`src/rtl/btm_pkg.sv`:
```
// package: layout, offsets and types of the bus event trigger matcher
`default_nettype none
package btm_pkg;
    // ************************************************
    // compare word layout
    // ************************************************
    localparam int TERMS     = 4;
    localparam int WORD_W    = 32;
    localparam int CLIPS     = 5;
    localparam int ADDR_W    = 17;
    localparam int DATA_W    = 8;
    localparam int RW_POS    = 31;
    localparam int DI_POS    = 30;
    localparam int CLIP_LSB  = 25;
    localparam int ADDR_LSB  = 8;
    localparam int DATA_LSB  = 0;

    // ************************************************
    // register offsets (byte addresses)
    // ************************************************
    localparam logic [7:0] TERM_STRIDE  = 8'h10;
    localparam logic [7:0] OFS_VALUE    = 8'h00;
    localparam logic [7:0] OFS_CARE     = 8'h04;
    localparam logic [7:0] OFS_CTRL     = 8'h08;
    localparam logic [7:0] OFS_MODE     = 8'h40;
    localparam logic [7:0] OFS_APPLY    = 8'h44;
    localparam logic [7:0] OFS_IRQSTAT  = 8'h48;
    localparam logic [7:0] OFS_IRQMASK  = 8'h4c;
    localparam logic [7:0] OFS_LIVE     = 8'h50;

    // ctrl field positions, irq status width and break bit
    localparam int CTRL_EN   = 0;
    localparam int CTRL_BRK  = 1;
    localparam int CTRL_NEG  = 2;
    localparam int CTRL_RNG  = 3;
    localparam int IRQ_W     = 5;
    localparam int IRQ_BRK   = 4;

    // reset values
    localparam logic [31:0] RST_VALUE = 32'h0000_0000;
    localparam logic [31:0] RST_CARE  = 32'h0000_0000;
    localparam logic [3:0]  RST_CTRL  = 4'h0;

    typedef enum logic [3:0] {
        BTM_CONT_ALL   = 4'h0,
        BTM_CONT_EVT   = 4'h1,
        BTM_CNT_ALL    = 4'h2,
        BTM_CNT_EVT    = 4'h3,
        BTM_ANY        = 4'h4,
        BTM_AB_THEN_CD = 4'h5,
        BTM_ABC_NOT_D  = 4'h6,
        BTM_ABCD       = 4'h7,
        BTM_NTH        = 4'h8
    } btm_mode_t;

    typedef struct packed {
        logic              rw;
        logic              di;
        logic [CLIPS-1:0]  clip;
        logic [ADDR_W-1:0] addr;
        logic [DATA_W-1:0] data;
    } btm_sample_t;

    typedef struct packed {
        logic              term_range_end;
        logic              neg;
        logic              brk;
        logic              en;
        logic [WORD_W-1:0] value;
        logic [WORD_W-1:0] care;
    } btm_term_t;
endpackage
`default_nettype wire

```
`src/rtl/btm_matcher.sv`:
```
// design: event term comparator with wishbone registers and interrupt
`default_nettype none
module btm_matcher (
    // clock and reset
    input  wire logic                     mclk,
    input  wire logic                     reset_n,
    // wishbone slave
    input  wire logic                     wb_cyc_i,
    input  wire logic                     wb_stb_i,
    input  wire logic                     wb_we_i,
    input  wire logic [7:0]               wb_adr_i,
    input  wire logic [3:0]               wb_sel_i,
    input  wire logic [31:0]              wb_dat_i,
    output logic      [31:0]              wb_dat_o,
    output logic                          wb_ack_o,
    // observed target bus
    input  wire logic                     busSample,
    input  wire btm_pkg::btm_sample_t     busState,
    // to trigger sequencer
    output logic      [btm_pkg::TERMS-1:0] termMatch,
    output logic                          matchValid,
    output logic                          rangeTrigger,
    output logic                          breakHalt,
    output btm_pkg::btm_mode_t            activeMode,
    output logic                          irq
);
    import btm_pkg::*;

    // ************************************************
    // helpers
    // ************************************************
    function automatic logic [31:0] mergeBytes(input logic [31:0] old,
                                               input logic [31:0] nw,
                                               input logic [3:0]  sel);
        logic [31:0] r;
        r = old;
        for (int b = 0; b < 4; b++) begin
            if (sel[b]) begin
                r[8*b +: 8] = nw[8*b +: 8];
            end
        end
        return r;
    endfunction

    function automatic logic isTermReg(input logic [7:0] adr,
                                       input logic [7:0] ofs,
                                       input int         t);
        return adr == 8'(TERM_STRIDE * t) + ofs;
    endfunction

    // ************************************************
    // register state
    // ************************************************
    logic      [31:0]       shValue [TERMS];
    logic      [31:0]       shCare  [TERMS];
    logic      [3:0]        shCtrl  [TERMS];
    btm_mode_t              shMode;
    btm_term_t              actTerm [TERMS];
    logic      [IRQ_W-1:0]  irqStat;
    logic      [IRQ_W-1:0]  irqMask;

    logic      [31:0]       next_shValue [TERMS];
    logic      [31:0]       next_shCare  [TERMS];
    logic      [3:0]        next_shCtrl  [TERMS];
    btm_mode_t              next_shMode;
    btm_term_t              next_actTerm [TERMS];
    btm_mode_t              next_activeMode;
    logic      [IRQ_W-1:0]  next_irqStat;
    logic      [IRQ_W-1:0]  next_irqMask;
    logic      [31:0]       next_wbDat;
    logic                   next_wbAck;

    logic                   wbWrite;
    logic                   wbRead;
    logic      [IRQ_W-1:0]  irqEvents;

    // single-cycle ack, no wait states beyond the registered answer
    assign wbWrite = wb_cyc_i & wb_stb_i & wb_we_i & ~wb_ack_o;
    assign wbRead  = wb_cyc_i & wb_stb_i & ~wb_we_i & ~wb_ack_o;

    // ************************************************
    // match logic
    // ************************************************
    logic [WORD_W-1:0]  word;
    logic [TERMS-1:0]   patHit;
    logic [TERMS-1:0]   inRange;
    logic [TERMS-1:0]   isRangeEnd;
    logic [TERMS-1:0]   next_termMatch;
    logic               next_rangeTrigger;
    logic               next_breakHalt;

    // sample packs straight into the compare word, rw at msb
    assign word = WORD_W'(busState);

    generate
        for (genvar t = 0; t < TERMS; t++) begin : g_term
            // don't-care bits cleared in care mask drop out of compare
            assign patHit[t] = ((word ^ actTerm[t].value)
                                & actTerm[t].care) == '0;
            if (t == 0) begin : g_first
                // term A can only start a range
                assign isRangeEnd[t] = 1'b0;
                assign inRange[t]    = 1'b0;
            end else begin : g_rest
                // B-C is dropped when B already ends A-B, keeping pairs
                if (t == 2) begin : g_c
                    assign isRangeEnd[t] = actTerm[t].term_range_end
                                           & ~actTerm[1].term_range_end;
                end else begin : g_bd
                    assign isRangeEnd[t] = actTerm[t].term_range_end;
                end
                assign inRange[t] = (word >= actTerm[t-1].value)
                                    && (word <= actTerm[t].value);
            end
        end
    endgenerate

    always_comb begin
        logic base;
        base              = 1'b0;
        next_termMatch    = termMatch;
        next_rangeTrigger = rangeTrigger;
        next_breakHalt    = 1'b0;
        if (busSample) begin
            next_rangeTrigger = 1'b0;
            for (int t = 0; t < TERMS; t++) begin
                base = isRangeEnd[t] ? inRange[t] : patHit[t];
                next_termMatch[t] = actTerm[t].en
                                    & (base ^ actTerm[t].neg);
                if (isRangeEnd[t] && actTerm[t].en && inRange[t]) begin
                    next_rangeTrigger = 1'b1;
                end
                if (next_termMatch[t] && actTerm[t].brk) begin
                    next_breakHalt = 1'b1;
                end
            end
        end
    end

    always_ff @(posedge mclk or negedge reset_n) begin
        if (!reset_n) begin
            termMatch    <= '0;
            matchValid   <= 1'b0;
            rangeTrigger <= 1'b0;
            breakHalt    <= 1'b0;
        end else begin
            termMatch    <= next_termMatch;
            matchValid   <= busSample;
            rangeTrigger <= next_rangeTrigger;
            breakHalt    <= next_breakHalt;
        end
    end

    // ************************************************
    // interrupt events
    // ************************************************
    assign irqEvents[TERMS-1:0] = matchValid ? termMatch : '0;
    assign irqEvents[IRQ_BRK]   = breakHalt;

    // ************************************************
    // register file
    // ************************************************
    always_comb begin
        next_shValue    = shValue;
        next_shCare     = shCare;
        next_shCtrl     = shCtrl;
        next_shMode     = shMode;
        next_actTerm    = actTerm;
        next_activeMode = activeMode;
        next_irqMask    = irqMask;
        next_wbAck      = wbWrite | wbRead;
        next_wbDat      = wb_dat_o;
        // set wins over a write-one clear in the same cycle
        next_irqStat    = irqStat;
        if (wbWrite && wb_adr_i == OFS_IRQSTAT && wb_sel_i[0]) begin
            next_irqStat = irqStat & ~wb_dat_i[IRQ_W-1:0];
        end
        next_irqStat = next_irqStat | irqEvents;

        if (wbWrite) begin
            for (int t = 0; t < TERMS; t++) begin
                if (isTermReg(wb_adr_i, OFS_VALUE, t)) begin
                    next_shValue[t] = mergeBytes(shValue[t], wb_dat_i,
                                                 wb_sel_i);
                end
                if (isTermReg(wb_adr_i, OFS_CARE, t)) begin
                    next_shCare[t] = mergeBytes(shCare[t], wb_dat_i,
                                                wb_sel_i);
                end
                if (isTermReg(wb_adr_i, OFS_CTRL, t) && wb_sel_i[0]) begin
                    next_shCtrl[t] = wb_dat_i[3:0];
                end
            end
            if (wb_adr_i == OFS_MODE && wb_sel_i[0]) begin
                // out-of-range codes are refused, the old mode stays
                if (wb_dat_i[3:0] <= BTM_NTH) begin
                    next_shMode = btm_mode_t'(wb_dat_i[3:0]);
                end
            end
            if (wb_adr_i == OFS_IRQMASK && wb_sel_i[0]) begin
                next_irqMask = wb_dat_i[IRQ_W-1:0];
            end
            if (wb_adr_i == OFS_APPLY && wb_sel_i[0] && wb_dat_i[0]) begin
                // whole set moves at one edge so no cycle sees a mix
                for (int t = 0; t < TERMS; t++) begin
                    next_actTerm[t].value = shValue[t];
                    next_actTerm[t].care  = shCare[t];
                    next_actTerm[t].en    = shCtrl[t][CTRL_EN];
                    next_actTerm[t].brk   = shCtrl[t][CTRL_BRK];
                    next_actTerm[t].neg   = shCtrl[t][CTRL_NEG];
                    next_actTerm[t].term_range_end   = (t != 0)
                                            & shCtrl[t][CTRL_RNG];
                end
                next_activeMode = shMode;
            end
        end

        if (wbRead) begin
            next_wbDat = 32'h0000_0000;
            for (int t = 0; t < TERMS; t++) begin
                if (isTermReg(wb_adr_i, OFS_VALUE, t)) begin
                    next_wbDat = shValue[t];
                end
                if (isTermReg(wb_adr_i, OFS_CARE, t)) begin
                    next_wbDat = shCare[t];
                end
                if (isTermReg(wb_adr_i, OFS_CTRL, t)) begin
                    next_wbDat = {28'h000_0000, shCtrl[t]};
                end
            end
            case (wb_adr_i)
                OFS_MODE: begin
                    next_wbDat = {24'h00_0000, activeMode, shMode};
                end
                OFS_IRQSTAT: begin
                    next_wbDat = {27'h000_0000, irqStat};
                end
                OFS_IRQMASK: begin
                    next_wbDat = {27'h000_0000, irqMask};
                end
                OFS_LIVE: begin
                    next_wbDat = {25'h000_0000, breakHalt, rangeTrigger,
                                  matchValid, termMatch};
                end
                default: begin
                end
            endcase
        end
    end

    always_ff @(posedge mclk or negedge reset_n) begin
        if (!reset_n) begin
            for (int t = 0; t < TERMS; t++) begin
                shValue[t] <= RST_VALUE;
                shCare[t]  <= RST_CARE;
                shCtrl[t]  <= RST_CTRL;
                actTerm[t] <= '0;
            end
            shMode     <= BTM_CONT_ALL;
            activeMode <= BTM_CONT_ALL;
            irqStat    <= '0;
            irqMask    <= '0;
            wb_dat_o   <= 32'h0000_0000;
            wb_ack_o   <= 1'b0;
            irq        <= 1'b0;
        end else begin
            shValue    <= next_shValue;
            shCare     <= next_shCare;
            shCtrl     <= next_shCtrl;
            actTerm    <= next_actTerm;
            shMode     <= next_shMode;
            activeMode <= next_activeMode;
            irqStat    <= next_irqStat;
            irqMask    <= next_irqMask;
            wb_dat_o   <= next_wbDat;
            wb_ack_o   <= next_wbAck;
            irq        <= |(next_irqStat & next_irqMask);
        end
    end
endmodule
`default_nettype wire

```
`config.mk`:
```
export PLATFORM = sky130hd
export DESIGN_NAME = btm_matcher
export DESIGN_NICKNAME = d
export VERILOG_FILES = /design/src/rtl/btm_pkg.sv /design/src/rtl/btm_matcher.sv
export SDC_FILE = /design/constraint.sdc
export NUM_CORES = 1
export LEC_CHECK = 0
export ABC_AREA = 1
export BUFFER_PORTS_ARGS = -buffer_cell sky130_fd_sc_hd__buf_4
export CAP_MARGIN = 20
export CORE_AREA = 10 10 251 253
export DETAILED_ROUTE_END_ITERATION = 12
export DIE_AREA = 0 0 261 263
export PLACE_DENSITY = 0.66
export SLEW_MARGIN = 20
export SYNTH_ARGS = -nofsm -noshare
export SYNTH_HDL_FRONTEND = slang
export SYNTH_SLANG_ARGS = --single-unit
```
`constraint.sdc`:
```
create_clock -name mclk -period 2.8 [get_ports mclk]
set_clock_uncertainty 0.05 [all_clocks]
set_input_delay 0.28 -clock mclk [delete_from_list [all_inputs] [get_ports mclk]]
set_output_delay 0.28 -clock mclk [all_outputs]
set_load 0.03 [all_outputs]
```
==> flow_summary.ini <==
[timing]
hold_viol = 0
setup_viol = 0
setup_tns_ns = 0
worst_pin_slew_ns = 0.672
max_freq_ghz = 0.380
rsz0062_at_grt = false
period_share_pct = 93.9
slew-limit-headroom_pct = 55.2
fin_crit_ns = 2.63
slew_viol_final = 0

[finish]
seq_area_um2 = 15100
finalNonFillerCells = 4212
multi_input_area_um2 = 11000
antennaDiodeCount = 0
final_common_cell = nand2_1
final_layout_size_suffix_gt1_share_pct = 13.5
finalInstanceArea_um2 = 33200
area_growth_pct = 16.2
final_net_count = 3597
layout_common_cells = nand2_1 (747), dfrtp_1 (602), inv_1 (524)
fill_cells = 5249

[yosys]
synth_cell_types = 44
syn_area_per_cell_um2 = 8.85
netlist_area_um2 = 28600
synth-seq-cells = 602
synth_top_cell_area_share_pct = 52.7
synth.net_count = 3440
yosysTopAreaCell = dfrtp_1
syn_inst = 3230
synthTopCellsByArea = dfrtp_1 (53%), nand2_1 (9.8%), o21ai_0 (8.2%), inv_1 (6.9%), ha_1 (5.6%)
yosysWarnings = 0
yosysSeqAreaShare_pct = 52.7

[floorplan]
die-area_um2 = 68600
die_height_um = 263
core_um2 = 58200
start_util_pct = 49.1
io_pins = 127
num_rows = 89
fp.dieW_um = 261

[routing]
dr.pass1.iters = 5
viasPerCell = 5.41
vias = 22767
routed_wl_um = 81200
ant_nets = 0
drc = 0
wl_per_cell_um = 19.3
drt_iter0_drc = 1712

[pwr]
leakagePower_nw = 15.2
vdd_drop_max_v = 0.000428
power.density_nw_per_um2 = 569

[worst_hold_path]
hold_path.class = in -> reg

[cts]
htreeDepth = 3
cts_sinks = 602
cts_max_path_buffers = 3
clock_latency_ns = 0.61
cts_buffers = 67
cts_tree = yes
cts_root_buf = clkbuf_16
clk_pin_slew_worst_paths_ns = 0.06

[place]
place_area_um2 = 30700
dp.cells = 4078
place_congestion = 0.922
port_buffers = 126
dp_hpwl_um = 58900

[setup_path]
cp-end-kind = flop
criticalPathCategory = reg -> reg
arrival_ns = 3.10
required_ns = 3.28
crit_fanout = 3
start_kind = flop

[global_route]
grt_overflow_total = 0
grt_pass1_vias = 22730
antenna_found_initial = 0
grt_usage_pct = 23.5
grt_pass1_wl_um = 127000
grt_max_degree = 100

[job]
maxCapViolCount = 0

[status]
outcome = finished clean
==> synth_stat cells, drive strengths merged <==
cell type  instances
buf               54
nand3b             1
o2111ai           24
and2               1
a221oi            24
ha               128
a31oi              3
o21ai            522
and3               2
nor2b              1
o221ai            18
o21a               6
a211oi             5
nand3             30
inv              539
nand2            757
o22ai             66
nand4             23
nor2              98
a21o               2
nor4               5
mux2             106
o311ai             1
clkbuf            63
nor3              20
a21oi            123
o211ai             4
dfrtp            602
o31a               1
a22o               1
==> per-stage QoR <==
| step | util [%] | hold WS [ns] | setup WS [ns] | total power [mW] |
|---|---|---|---|---|
| 2_1_floorplan | - | -0.0656 | 0.871 | 9.30 |
| 3_3_place_gp | 52.8 | 0.224 | 0.103 | 9.84 |
| 3_5_place_dp | 52.8 | 0.230 | 0.157 | 9.86 |
| 4_1_cts | 56.8 | 0.00369 | 0.0301 | 19.1 |
| 5_1_grt | 57.1 | 0.0419 | 0.0292 | 19.5 |
| 6_report | 57.1 | 0.0141 | 0.172 | 18.9 |
==> registers in the layout (all words and copies together) (netlist names) <==
signal	flops
actTerm	271
activeMode	4
breakHalt	1
irq	1
irqMask	5
irqStat	5
matchValid	1
rangeTrigger	1
shCare	128
shCtrl	16
shMode	4
shValue	128
termMatch	4
wb_ack_o	1
wb_dat_o	32
==> routing by layer <==
metal | routed length (um) | GRT usage (%) | vias to the layer above
met5 | 0 | 0 | -
met3 | 4650 | 3.57 | 146
met1 | 35300 | 31.1 | 11049
met4 | 2340 | 8.23 | 0
met2 | 39000 | 38.6 | 720
li1 | - | - | 10852
==> critical path, stage by stage (launching register included) <==
cell and delay (ns):
dfrtp_1 0.35, inv_1 0.05, ha_1 0.31, nand2_1 0.08
nor2_1 0.23, nand2_1 0.15, nor4_1 0.34, buf_4 0.19
nand2_1 0.06, nand3_1 0.09, nand3_1 0.17, o221ai_1 0.32
nand2_1 0.09, o21ai_0 0.08
==> final cells by class <==
cell class                      count  share of cell area [%]
Clock inverter                     23                   0.907
Timing Repair Buffer              205                    5.54
Sequential cell                   602                    45.3
Tap cell                          773                    2.91
Inverter                          539                    6.09
Clock buffer                       98                    6.07
Multi-Input combinational cell   1972                    33.2
==> path summary, 6_finish.rpt <==
kind | cells past startpoint | endpoint | slack [ns] | startpoint
setup / recovery | 13 | rangeTrigger | 0.17 | actTerm[131]
min in group asynchronous | 2 | shCare[115] | 0.18 | reset_n
setup reg to reg | 13 | rangeTrigger | 0.17 | actTerm[131]
max in group asynchronous | 3 | actTerm[31] | 1.55 | reset_n
hold / removal | 3 | shCare[46] | 0.01 | wb_dat_i[14]
hold reg to reg | 2 | shMode[1] | 0.43 | shMode[1]
==> power by group <==
part	internal [mW]	switching [mW]	total [mW]
Sequential	8.74	0.0282	8.77
Combinational	0.296	0.638	0.934
Clock	5.56	3.64	9.20
Total	14.6	4.30	18.9
==> cell families after synthesis <==
kind of cell    Yosys count  share of synthesized area, %
compound gates          800                          15.4
fa+ha+maj               128                          5.60
buf+inv                 656                          8.87
flops                   602                          52.7
mux                     106                          4.17
simple gates            938                          13.3
==> timing repair <==
item                       in CTS  in global routing
resized for setup               0                 10
buffers inserted                0                  6
hold buffers                    6                  0
setup endpoints to repair       0                133
hold endpoints to repair       55                  0
No activity file was read; power rests on OpenSTA's default activity.
